## config.mk

```make
export PLATFORM = sky130hd
export DESIGN_NAME = sgt_shunt_trim_ocp
export DESIGN_NICKNAME = d
export VERILOG_FILES = /design/src/hdl/sgt_pkg.sv /design/src/hdl/sgt_shunt_trim_ocp.sv
export SDC_FILE = /design/constraint.sdc
export NUM_CORES = 2
export LEC_CHECK = 0
export ABC_AREA = 1
export BUFFER_PORTS_ARGS = -buffer_cell sky130_fd_sc_hd__buf_4
export CORE_ASPECT_RATIO = 1.5
export CORE_UTILIZATION = 30
export CTS_BUF_LIST = sky130_fd_sc_hd__clkbuf_8
export DETAILED_ROUTE_END_ITERATION = 12
export SLEW_MARGIN = 40
export SYNTH_ARGS = -nofsm -noshare
export SYNTH_HDL_FRONTEND = slang
export SYNTH_SLANG_ARGS = --single-unit
```

## constraint.sdc

```tcl
create_clock -name clk -period 20.4 [get_ports clk]
set_input_delay 4.08 -clock clk [delete_from_list [all_inputs] [get_ports clk]]
set_output_delay 4.08 -clock clk [all_outputs]
set_load 0.01 [all_outputs]
```

## src/hdl/sgt_pkg.sv

```systemverilog
package sgt_pkg;

  // Register addresses
  localparam logic [7:0] SGT_ADDR_GAIN = 8'h86;
  localparam logic [7:0] SGT_ADDR_CFG = 8'h87;
  localparam logic [7:0] SGT_ADDR_UPPER = 8'h88;
  localparam logic [7:0] SGT_ADDR_LOWER = 8'h89;

  // Reset values
  localparam logic [15:0] SGT_GAIN_RESET = 16'h0000;
  localparam logic [7:0] SGT_CFG_RESET = 8'h00;
  localparam logic [15:0] SGT_UPPER_RESET = 16'h7fff;
  localparam logic [15:0] SGT_LOWER_RESET = 16'h8000;
  localparam logic [15:0] SGT_RDATA_NONE = 16'h0000;

  // Configuration field layout
  localparam int SGT_CFG_MSB = 15;
  localparam int SGT_CFG_LSB = 8;
  localparam logic [7:0] SGT_CFG_LOW_READ = 8'h00;

  // Threshold full-scale codes
  localparam logic [15:0] SGT_POS_FS = 16'h7fff;
  localparam logic [15:0] SGT_NEG_FS = 16'h8000;

  // Fast filter geometry
  localparam int SGT_OSR = 64;
  localparam int SGT_DEC_W = 6;
  localparam int SGT_INT_W = 19;
  localparam int SGT_CTR_W = 20;
  localparam logic [SGT_DEC_W-1:0] SGT_DEC_LAST = SGT_DEC_W'(SGT_OSR - 1);
  localparam logic signed [SGT_CTR_W-1:0] SGT_MID = 20'sh20000;
  localparam logic signed [SGT_CTR_W-1:0] SGT_SCALED_MAX = 20'sh07fff;
  localparam int SGT_SHIFT = 2;

  // Gain trim geometry
  localparam int SGT_RES_W = 24;
  localparam int SGT_FAC_W = 18;
  localparam int SGT_PROD_W = 42;
  localparam int SGT_GAIN_SHIFT = 16;
  localparam logic signed [SGT_FAC_W-1:0] SGT_UNITY = 18'sh10000;
  localparam logic [SGT_RES_W-1:0] SGT_RES_MAX = 24'h7fffff;
  localparam logic [SGT_RES_W-1:0] SGT_RES_MIN = 24'h800000;

  // Shared pin drive formats
  localparam logic SGT_FMT_PUSH_PULL = 1'b0;
  localparam logic SGT_FMT_OPEN_DRAIN = 1'b1;

  typedef struct packed {
    logic en;
    logic pol;
    logic rsv;
    logic [4:0] num;
  } sgt_cfg_type;

  typedef struct packed {
    logic [7:0] addr;
    logic wr;
    logic rd;
    logic [15:0] wdata;
  } sgt_reg_req_type;

  typedef struct packed {
    logic [15:0] gain_trim;
    sgt_cfg_type cfg;
    logic [15:0] upper;
    logic [15:0] lower;
    logic [SGT_INT_W-1:0] i1;
    logic [SGT_INT_W-1:0] i2;
    logic [SGT_INT_W-1:0] i3;
    logic [SGT_INT_W-1:0] d1;
    logic [SGT_INT_W-1:0] d2;
    logic [SGT_INT_W-1:0] d3;
    logic [SGT_DEC_W-1:0] dec_cnt;
    logic [7:0] upper_cnt;
    logic [7:0] lower_cnt;
    logic upper_flag;
    logic lower_flag;
    logic [15:0] filt_out;
    logic filt_valid;
    logic [15:0] rdata;
    logic [SGT_RES_W-1:0] result;
    logic result_valid;
    logic fault_level;
    logic pin_out;
    logic pin_oe;
  } sgt_state_type;

  localparam sgt_state_type SGT_STATE_RESET = '{
    gain_trim: SGT_GAIN_RESET,
    cfg: SGT_CFG_RESET,
    upper: SGT_UPPER_RESET,
    lower: SGT_LOWER_RESET,
    default: '0
  };

endpackage

```

## src/hdl/sgt_shunt_trim_ocp.sv

```systemverilog
`timescale 1ns/10ps
module sgt_shunt_trim_ocp
  import sgt_pkg::*;
(
  // Clock and reset
  input wire logic clk,
  input wire logic reset_n,
  // Register port from the serial front end
  input sgt_reg_req_type reg_req,
  output logic [15:0] reg_rdata,
  // Converter side
  input wire logic converter_enable,
  input wire logic mod_valid,
  input wire logic mod_bit,
  input wire logic result_valid_in,
  input wire logic [SGT_RES_W-1:0] result_in,
  output logic result_valid_out,
  output logic [SGT_RES_W-1:0] result_out,
  // Comparator status
  output logic fast_filter_valid,
  output logic [15:0] fast_filter_value,
  output logic upper_trip_flag,
  output logic lower_trip_flag,
  output logic overcurrent_fault_out,
  // Shared general-purpose pin
  input wire logic shared_pin_source_select,
  input wire logic shared_pin_format,
  input wire logic shared_pin_gpio_level,
  output logic shared_pin_out,
  output logic shared_pin_oe
);

  sgt_state_type st_r;
  sgt_state_type st_nxt;

  logic run;
  logic [SGT_INT_W-1:0] i1;
  logic [SGT_INT_W-1:0] c1;
  logic [SGT_INT_W-1:0] c2;
  logic [SGT_INT_W-1:0] c3;
  logic signed [SGT_CTR_W-1:0] centered;
  logic signed [SGT_CTR_W-1:0] scaled;
  logic [15:0] sample;
  logic upper_exceed;
  logic lower_exceed;
  logic [7:0] limit;
  logic [8:0] upper_step;
  logic [8:0] lower_step;
  logic signed [SGT_FAC_W-1:0] factor;
  logic signed [SGT_PROD_W-1:0] product;
  logic signed [SGT_PROD_W-1:0] trimmed;
  logic fault;
  logic level;

  // Next count and flag of one deglitch counter, packed as {flag, count}
  function automatic logic [8:0] deglitch_step(input logic exceed, input logic [7:0] cnt,
                                               input logic [7:0] lim);
    logic [7:0] next_cnt;
    next_cnt = 8'h00;
    if (exceed) begin
      next_cnt = (cnt >= lim) ? cnt : cnt + 8'h01;
    end
    return {exceed && (next_cnt >= lim), next_cnt};
  endfunction

  // Consecutive fast-filter outputs needed per deglitch code
  function automatic logic [7:0] sgt_deglitch_limit(input logic [4:0] code);
    logic [7:0] lim;
    lim = 8'h01;
    case (code)
      5'h00: lim = 8'h01;
      5'h01: lim = 8'h02;
      5'h02: lim = 8'h03;
      5'h03: lim = 8'h04;
      5'h04: lim = 8'h05;
      5'h05: lim = 8'h06;
      5'h06: lim = 8'h07;
      5'h07: lim = 8'h08;
      5'h08: lim = 8'h09;
      5'h09: lim = 8'h0a;
      5'h0a: lim = 8'h0c;
      5'h0b: lim = 8'h0e;
      5'h0c: lim = 8'h10;
      5'h0d: lim = 8'h12;
      5'h0e: lim = 8'h14;
      5'h0f: lim = 8'h16;
      5'h10: lim = 8'h18;
      5'h11: lim = 8'h1c;
      5'h12: lim = 8'h20;
      5'h13: lim = 8'h24;
      5'h14: lim = 8'h28;
      5'h15: lim = 8'h30;
      5'h16: lim = 8'h38;
      5'h17: lim = 8'h40;
      5'h18: lim = 8'h48;
      5'h19: lim = 8'h50;
      5'h1a: lim = 8'h58;
      5'h1b: lim = 8'h60;
      5'h1c: lim = 8'h68;
      5'h1d: lim = 8'h70;
      5'h1e: lim = 8'h78;
      5'h1f: lim = 8'h80;
      default: lim = 8'h01;
    endcase
    return lim;
  endfunction

  ////////////////////////////////////////////////////////////////////////////

  always_comb begin
    st_nxt = st_r;
    st_nxt.filt_valid = 1'b0;
    st_nxt.result_valid = 1'b0;
    i1 = '0;
    c1 = '0;
    c2 = '0;
    c3 = '0;
    centered = '0;
    scaled = '0;
    sample = 16'h0000;
    upper_exceed = 1'b0;
    lower_exceed = 1'b0;
    limit = sgt_deglitch_limit(st_r.cfg.num);
    upper_step = 9'h000;
    lower_step = 9'h000;
    factor = '0;
    product = '0;
    trimmed = '0;
    fault = 1'b0;
    level = 1'b0;

    // Register writes; bit 13 is stored as written
    if (reg_req.wr) begin
      case (reg_req.addr)
        SGT_ADDR_GAIN: begin
          st_nxt.gain_trim = reg_req.wdata;
        end
        SGT_ADDR_CFG: begin
          st_nxt.cfg = sgt_cfg_type'(reg_req.wdata[SGT_CFG_MSB:SGT_CFG_LSB]);
        end
        SGT_ADDR_UPPER: begin
          st_nxt.upper = reg_req.wdata;
        end
        SGT_ADDR_LOWER: begin
          st_nxt.lower = reg_req.wdata;
        end
        default: begin
        end
      endcase
    end

    // Register reads, answered one cycle later
    if (reg_req.rd) begin
      case (reg_req.addr)
        SGT_ADDR_GAIN: begin
          st_nxt.rdata = st_r.gain_trim;
        end
        SGT_ADDR_CFG: begin
          st_nxt.rdata = {st_r.cfg, SGT_CFG_LOW_READ};
        end
        SGT_ADDR_UPPER: begin
          st_nxt.rdata = st_r.upper;
        end
        SGT_ADDR_LOWER: begin
          st_nxt.rdata = st_r.lower;
        end
        default: begin
          st_nxt.rdata = SGT_RDATA_NONE;
        end
      endcase
    end

    ////////////////////////////////////////////////////////////////////////////
    // Gain trim of the conversion result

    if (result_valid_in) begin
      factor = SGT_UNITY + SGT_FAC_W'($signed(st_r.gain_trim));
      product = SGT_PROD_W'($signed(result_in)) * SGT_PROD_W'(factor);
      trimmed = product >>> SGT_GAIN_SHIFT;
      st_nxt.result_valid = 1'b1;
      // Clip to the 24-bit limits rather than wrap
      if (trimmed[SGT_PROD_W-1:SGT_RES_W-1] != {(SGT_PROD_W - SGT_RES_W + 1){1'b0}} &&
          trimmed[SGT_PROD_W-1:SGT_RES_W-1] != {(SGT_PROD_W - SGT_RES_W + 1){1'b1}}) begin
        st_nxt.result = trimmed[SGT_PROD_W-1] ? SGT_RES_MIN : SGT_RES_MAX;
      end else begin
        st_nxt.result = trimmed[SGT_RES_W-1:0];
      end
    end

    ////////////////////////////////////////////////////////////////////////////
    // Fast filter and threshold comparator

    // Runs on the modulator stream only while cfg.en and converter_enable are both set; dropping either clears its integrators, counters and flags
    run = st_r.cfg.en && converter_enable;
    if (!run) begin
      st_nxt.i1 = '0;
      st_nxt.i2 = '0;
      st_nxt.i3 = '0;
      st_nxt.d1 = '0;
      st_nxt.d2 = '0;
      st_nxt.d3 = '0;
      st_nxt.dec_cnt = '0;
      st_nxt.upper_cnt = 8'h00;
      st_nxt.lower_cnt = 8'h00;
      st_nxt.upper_flag = 1'b0;
      st_nxt.lower_flag = 1'b0;
    end else if (mod_valid) begin
      i1 = st_r.i1 + SGT_INT_W'(mod_bit);
      st_nxt.i1 = i1;
      st_nxt.i2 = st_r.i2 + i1;
      st_nxt.i3 = st_r.i3 + st_nxt.i2;
      st_nxt.dec_cnt = st_r.dec_cnt + SGT_DEC_W'(1);
      if (st_r.dec_cnt == SGT_DEC_LAST) begin
        c1 = st_nxt.i3 - st_r.d1;
        c2 = c1 - st_r.d2;
        c3 = c2 - st_r.d3;
        st_nxt.d1 = st_nxt.i3;
        st_nxt.d2 = c1;
        st_nxt.d3 = c2;
        centered = $signed({1'b0, c3}) - SGT_MID;
        scaled = centered >>> SGT_SHIFT;
        sample = (scaled > SGT_SCALED_MAX) ? SGT_POS_FS : scaled[15:0];
        st_nxt.filt_out = sample;
        st_nxt.filt_valid = 1'b1;
        upper_exceed = (st_r.upper != SGT_POS_FS) &&
                       ($signed(sample) > $signed(st_r.upper));
        lower_exceed = (st_r.lower != SGT_NEG_FS) &&
                       ($signed(sample) < $signed(st_r.lower));
        upper_step = deglitch_step(upper_exceed, st_r.upper_cnt, limit);
        lower_step = deglitch_step(lower_exceed, st_r.lower_cnt, limit);
        st_nxt.upper_cnt = upper_step[7:0];
        st_nxt.upper_flag = upper_step[8];
        st_nxt.lower_cnt = lower_step[7:0];
        st_nxt.lower_flag = lower_step[8];
      end
    end

    ////////////////////////////////////////////////////////////////////////////
    // Fault level and shared pin drive

    // With shared_pin_source_select set, pin drives the fault level (push-pull) or pulls low while it is low (open drain), one cycle behind the flags
    fault = st_r.upper_flag || st_r.lower_flag;
    level = st_r.cfg.pol ? fault : !fault;
    st_nxt.fault_level = level;
    if (shared_pin_source_select) begin
      if (shared_pin_format == SGT_FMT_OPEN_DRAIN) begin
        st_nxt.pin_out = 1'b0;
        st_nxt.pin_oe = !level;
      end else begin
        st_nxt.pin_out = level;
        st_nxt.pin_oe = 1'b1;
      end
    end else begin
      if (shared_pin_format == SGT_FMT_OPEN_DRAIN) begin
        st_nxt.pin_out = 1'b0;
        st_nxt.pin_oe = !shared_pin_gpio_level;
      end else begin
        st_nxt.pin_out = shared_pin_gpio_level;
        st_nxt.pin_oe = 1'b1;
      end
    end
  end

  ////////////////////////////////////////////////////////////////////////////

  always_ff @(posedge clk) begin
    if (!reset_n) begin
      st_r <= SGT_STATE_RESET;
    end else begin
      st_r <= st_nxt;
    end
  end

  assign reg_rdata = st_r.rdata;
  assign result_valid_out = st_r.result_valid;
  assign result_out = st_r.result;
  assign fast_filter_valid = st_r.filt_valid;
  assign fast_filter_value = st_r.filt_out;
  assign upper_trip_flag = st_r.upper_flag;
  assign lower_trip_flag = st_r.lower_flag;
  assign overcurrent_fault_out = st_r.fault_level;
  assign shared_pin_out = st_r.pin_out;
  assign shared_pin_oe = st_r.pin_oe;

endmodule

```

==> impl_metrics.py <==
metrics = {
    "status": {
        "outcome": "completed",
    },
    "route": {
        "drt-initial-drc-count": 1217,
        "ant_nets": 0,
        "post_drt_wl_per_cell_um": 15.3,
        "via_count": 26700,
        "detail_route.wirelength_mm": 87.8,
        "firstDrtPassIters": 7,
        "drc": 0,
        "avgViaCountPerCell": 4.66,
    },
    "critical_path": {
        "cp-startpoint": "mod_bit",
        "endpoint_kind": "register",
        "cp_top_family": "simple AND/OR/NAND/NOR gates",
        "critPathRequiredTime_ns": 20.93,
        "slowest_stage": "ha_1",
        "crit_path_start_kind": "input port",
        "r2r-start": "st_r[180]",
        "cpMostUsedCell": "nand2_1",
        "path_buf_inv": 5,
        "critical_path_class": "input port to register",
        "cp_slowest_stage_delay_ns": 0.37,
        "critPathMaxFanout": 17,
        "arrival_ns": 15.59,
    },
    "cells_and_area": {
        "fillCellCount": 11300,
        "nets": 5044,
        "syn2layout_area_growth_pct": 8.49,
        "drive_gt1_share_pct": 5.90,
    },
    "clock_network": {
        "clk_latency_ns": 0.65,
        "cts_tree": "yes",
        "cts.clk_slew.worst_paths_ns": 0.06,
        "clockBufferDepth": 3,
        "cts.sinks": 263,
        "cts_resized": 0,
        "root_buffer": "clkbuf_8",
        "post_cts_buffers": 0,
        "numCtsBuffers": 46,
        "htree_levels": 2,
        "postCtsHoldBufs": 0,
    },
    "yosys": {
        "synth_enable_flop_cells": 0,
        "syn_avg_cell_area_um2": 7.41,
        "yosysTopAreaCellShare_pct": 25.2,
        "synth_warnings": 0,
        "ys_top_cells_by_area": "fa_1 25%, dfxtp_1 16%, inv_1 12%",
        "ys_ff_latch": 263,
        "yosysMostFrequentCell": "inv_1",
        "synth_top_cell_by_area": "fa_1",
        "ys_async_sr_fraction_pct": 0,
        "synthDistinctLibCells": 58,
        "synthTopCellsByCount": "1034 x inv_1, 798 x nand2_1, 403 x fa_1",
        "ys_seq_area_share_pct": 16.4,
        "synth_area_um2": 32100,
        "syn_inst": 4328,
        "ys.flop_type": "dfxtp_1",
        "synth_nets": 5080,
    },
    "sta": {
        "grt_setup_unrepaired": "false",
        "fin_crit_sh_pct": 73.8,
        "finalWorstSetupSlack_ns": 5.34,
        "fmax_mhz": 66.4,
        "worst_pin_slew_ns": 0.775,
        "setup-tns-final_ns": 0,
        "finalSetupViolCount": 0,
        "slew_violations": 0,
        "slew_headroom_pct": 48.0,
        "skew_ns": 0.0192,
        "hold_viol": 0,
        "min_period_ns": 15.06,
    },
    "min_path": {
        "hp-start": "st_r[236]",
        "hold_path.class": "register to register",
    },
    "floorplan": {
        "initial_core_util_pct": 30.3,
        "die_y_um": 402,
        "core_um2": 106000,
        "row_count": 146,
        "io-pin-count": 122,
        "fp.dieW_um": 269,
        "dieArea_um2": 108000,
    },
    "global_routing": {
        "grt_pass1_vias": 28100,
        "antenna_found_initial": 7,
        "grt_pass1_wl_mm": 143,
        "grt_usage_pct": 16.7,
        "globalRouteOverflowTotal": 0,
        "grt_max_degree": 92,
    },
    "placement": {
        "pre_cts_ws_ns": 4.63,
        "place_congestion": 0.859,
        "dp_hpwl_mm": 68.6,
        "port_buffers": 121,
    },
    "pwr": {
        "power.leakage_nw": 18.3,
        "ir_worst_vdd_mv": 0.0416,
        "power.density_nw_per_um2": 38.1,
    },
    "flow_run": {
        "drv_cap": 0,
    },
}
==> state kept, by name, summed over array words and instances, names as in the netlist, 8 cells and up <==
signal,flops
limit,8
reg_rdata,16
st_r,192
result_out,24
fast_filter_value,16
==> cell type report <==
type / count / area (um2) / area share (%)
Antenna cell: 1 / 2.50 / 0.00719
Clock buffer: 55 / 757 / 2.18
Clock inverter: 25 / 180 / 0.518
Inverter: 1039 / 3910 / 11.2
Multi-Input combinational cell: 2797 / 21800 / 62.7
Sequential cell: 263 / 5270 / 15.1
Tap cell: 1406 / 1760 / 5.06
Timing Repair Buffer: 145 / 1090 / 3.14
==> stage by stage <==
step           std cells  utilization [%]  instance area, um2  total power [mW]  hold slack [ns]
2_1_floorplan       4328                -               32100             0.741            0.425
3_3_place_gp        5650             32.0               33800             0.814            0.438
3_5_place_dp        5650             32.0               33800             0.821            0.455
4_1_cts             5730             32.9               34800              1.35            0.464
5_1_grt             5731             32.9               34800              1.41            0.482
6_report            5731             32.9               34800              1.32            0.460
==> layout by cell type (no fill, tap or decap), types with 3 or more instances in the layout <==
master | netlist | layout
a21o_1 | 3 | 3
nand2_2 | 9 | 11
o21bai_1 | 9 | 9
nor4_1 | 13 | 13
buf_4 | 56 | 144
nand3_2 | 6 | 6
nand3b_1 | 7 | 7
xnor2_1 | 29 | 29
a21oi_1 | 348 | 348
o22ai_1 | 16 | 16
fa_1 | 403 | 403
inv_2 | 3 | 3
dfxtp_1 | 263 | 263
o21ai_1 | 14 | 14
or2_2 | 6 | 6
o21ai_0 | 274 | 274
nor2_1 | 246 | 245
clkbuf_8 | 0 | 55
nand3_1 | 96 | 96
o211ai_1 | 8 | 8
clkinv_2 | 0 | 4
a21boi_1 | 4 | 4
xor2_1 | 93 | 93
o221ai_1 | 3 | 3
a211oi_1 | 6 | 6
o21a_1 | 8 | 8
a31oi_1 | 10 | 10
nor3_1 | 33 | 33
nor2_2 | 3 | 4
nand4_1 | 24 | 24
inv_1 | 1034 | 1048
o31ai_1 | 10 | 10
nand2_1 | 798 | 796
ha_1 | 290 | 290
==> cells by family (layout without fill, tap and decap cells) <==
kind of cell	Yosys count	count (layout)	share of synthesized area, %
buffers and inverters	1268	1264	15.6
AO/OA/AOI/OAI	727	727	12.1
XOR/XNOR	124	124	3.43
flip-flops	263	263	16.4
adder cells (fa/ha/maj)	693	693	36.5
other	1	2	0.0117
AND/OR/NAND/NOR	1252	1252	16.0
==> routing by layer <==
metal	vias up	track usage [%]	share of wire, %
met5	-	0	0.080
met4	12	9.27	5.9
met3	224	2.37	3.8
met2	539	31.3	52
met1	12900	17.5	38
li1	13100	-	-
==> worst min-delay path: stages (launching register included) <==
cell	delay [ns]
dfxtp_1	0.30
inv_1	0.06
a21oi_1	0.06
==> report_power, final <==
part | leakage [nW] | switching (mW) | internal [mW]
Combinational | 15.6 | 0.187 | 0.0983
Sequential | 2.13 | 0.00266 | 0.520
Clock | 0.539 | 0.247 | 0.270
==> path summary, 6_finish.rpt <==
| path | to | slack (ns) | depth (start not counted) |
|---|---|---|---|
| worst max-delay path | upper_trip_flag | 5.34 | 79 |
| worst min-delay path | st_r[236] | 0.46 | 2 |
| worst max register to register | upper_trip_flag | 8.57 | 78 |
| worst min register to register | st_r[236] | 0.46 | 2 |
(Power assumes the default switching activity.)
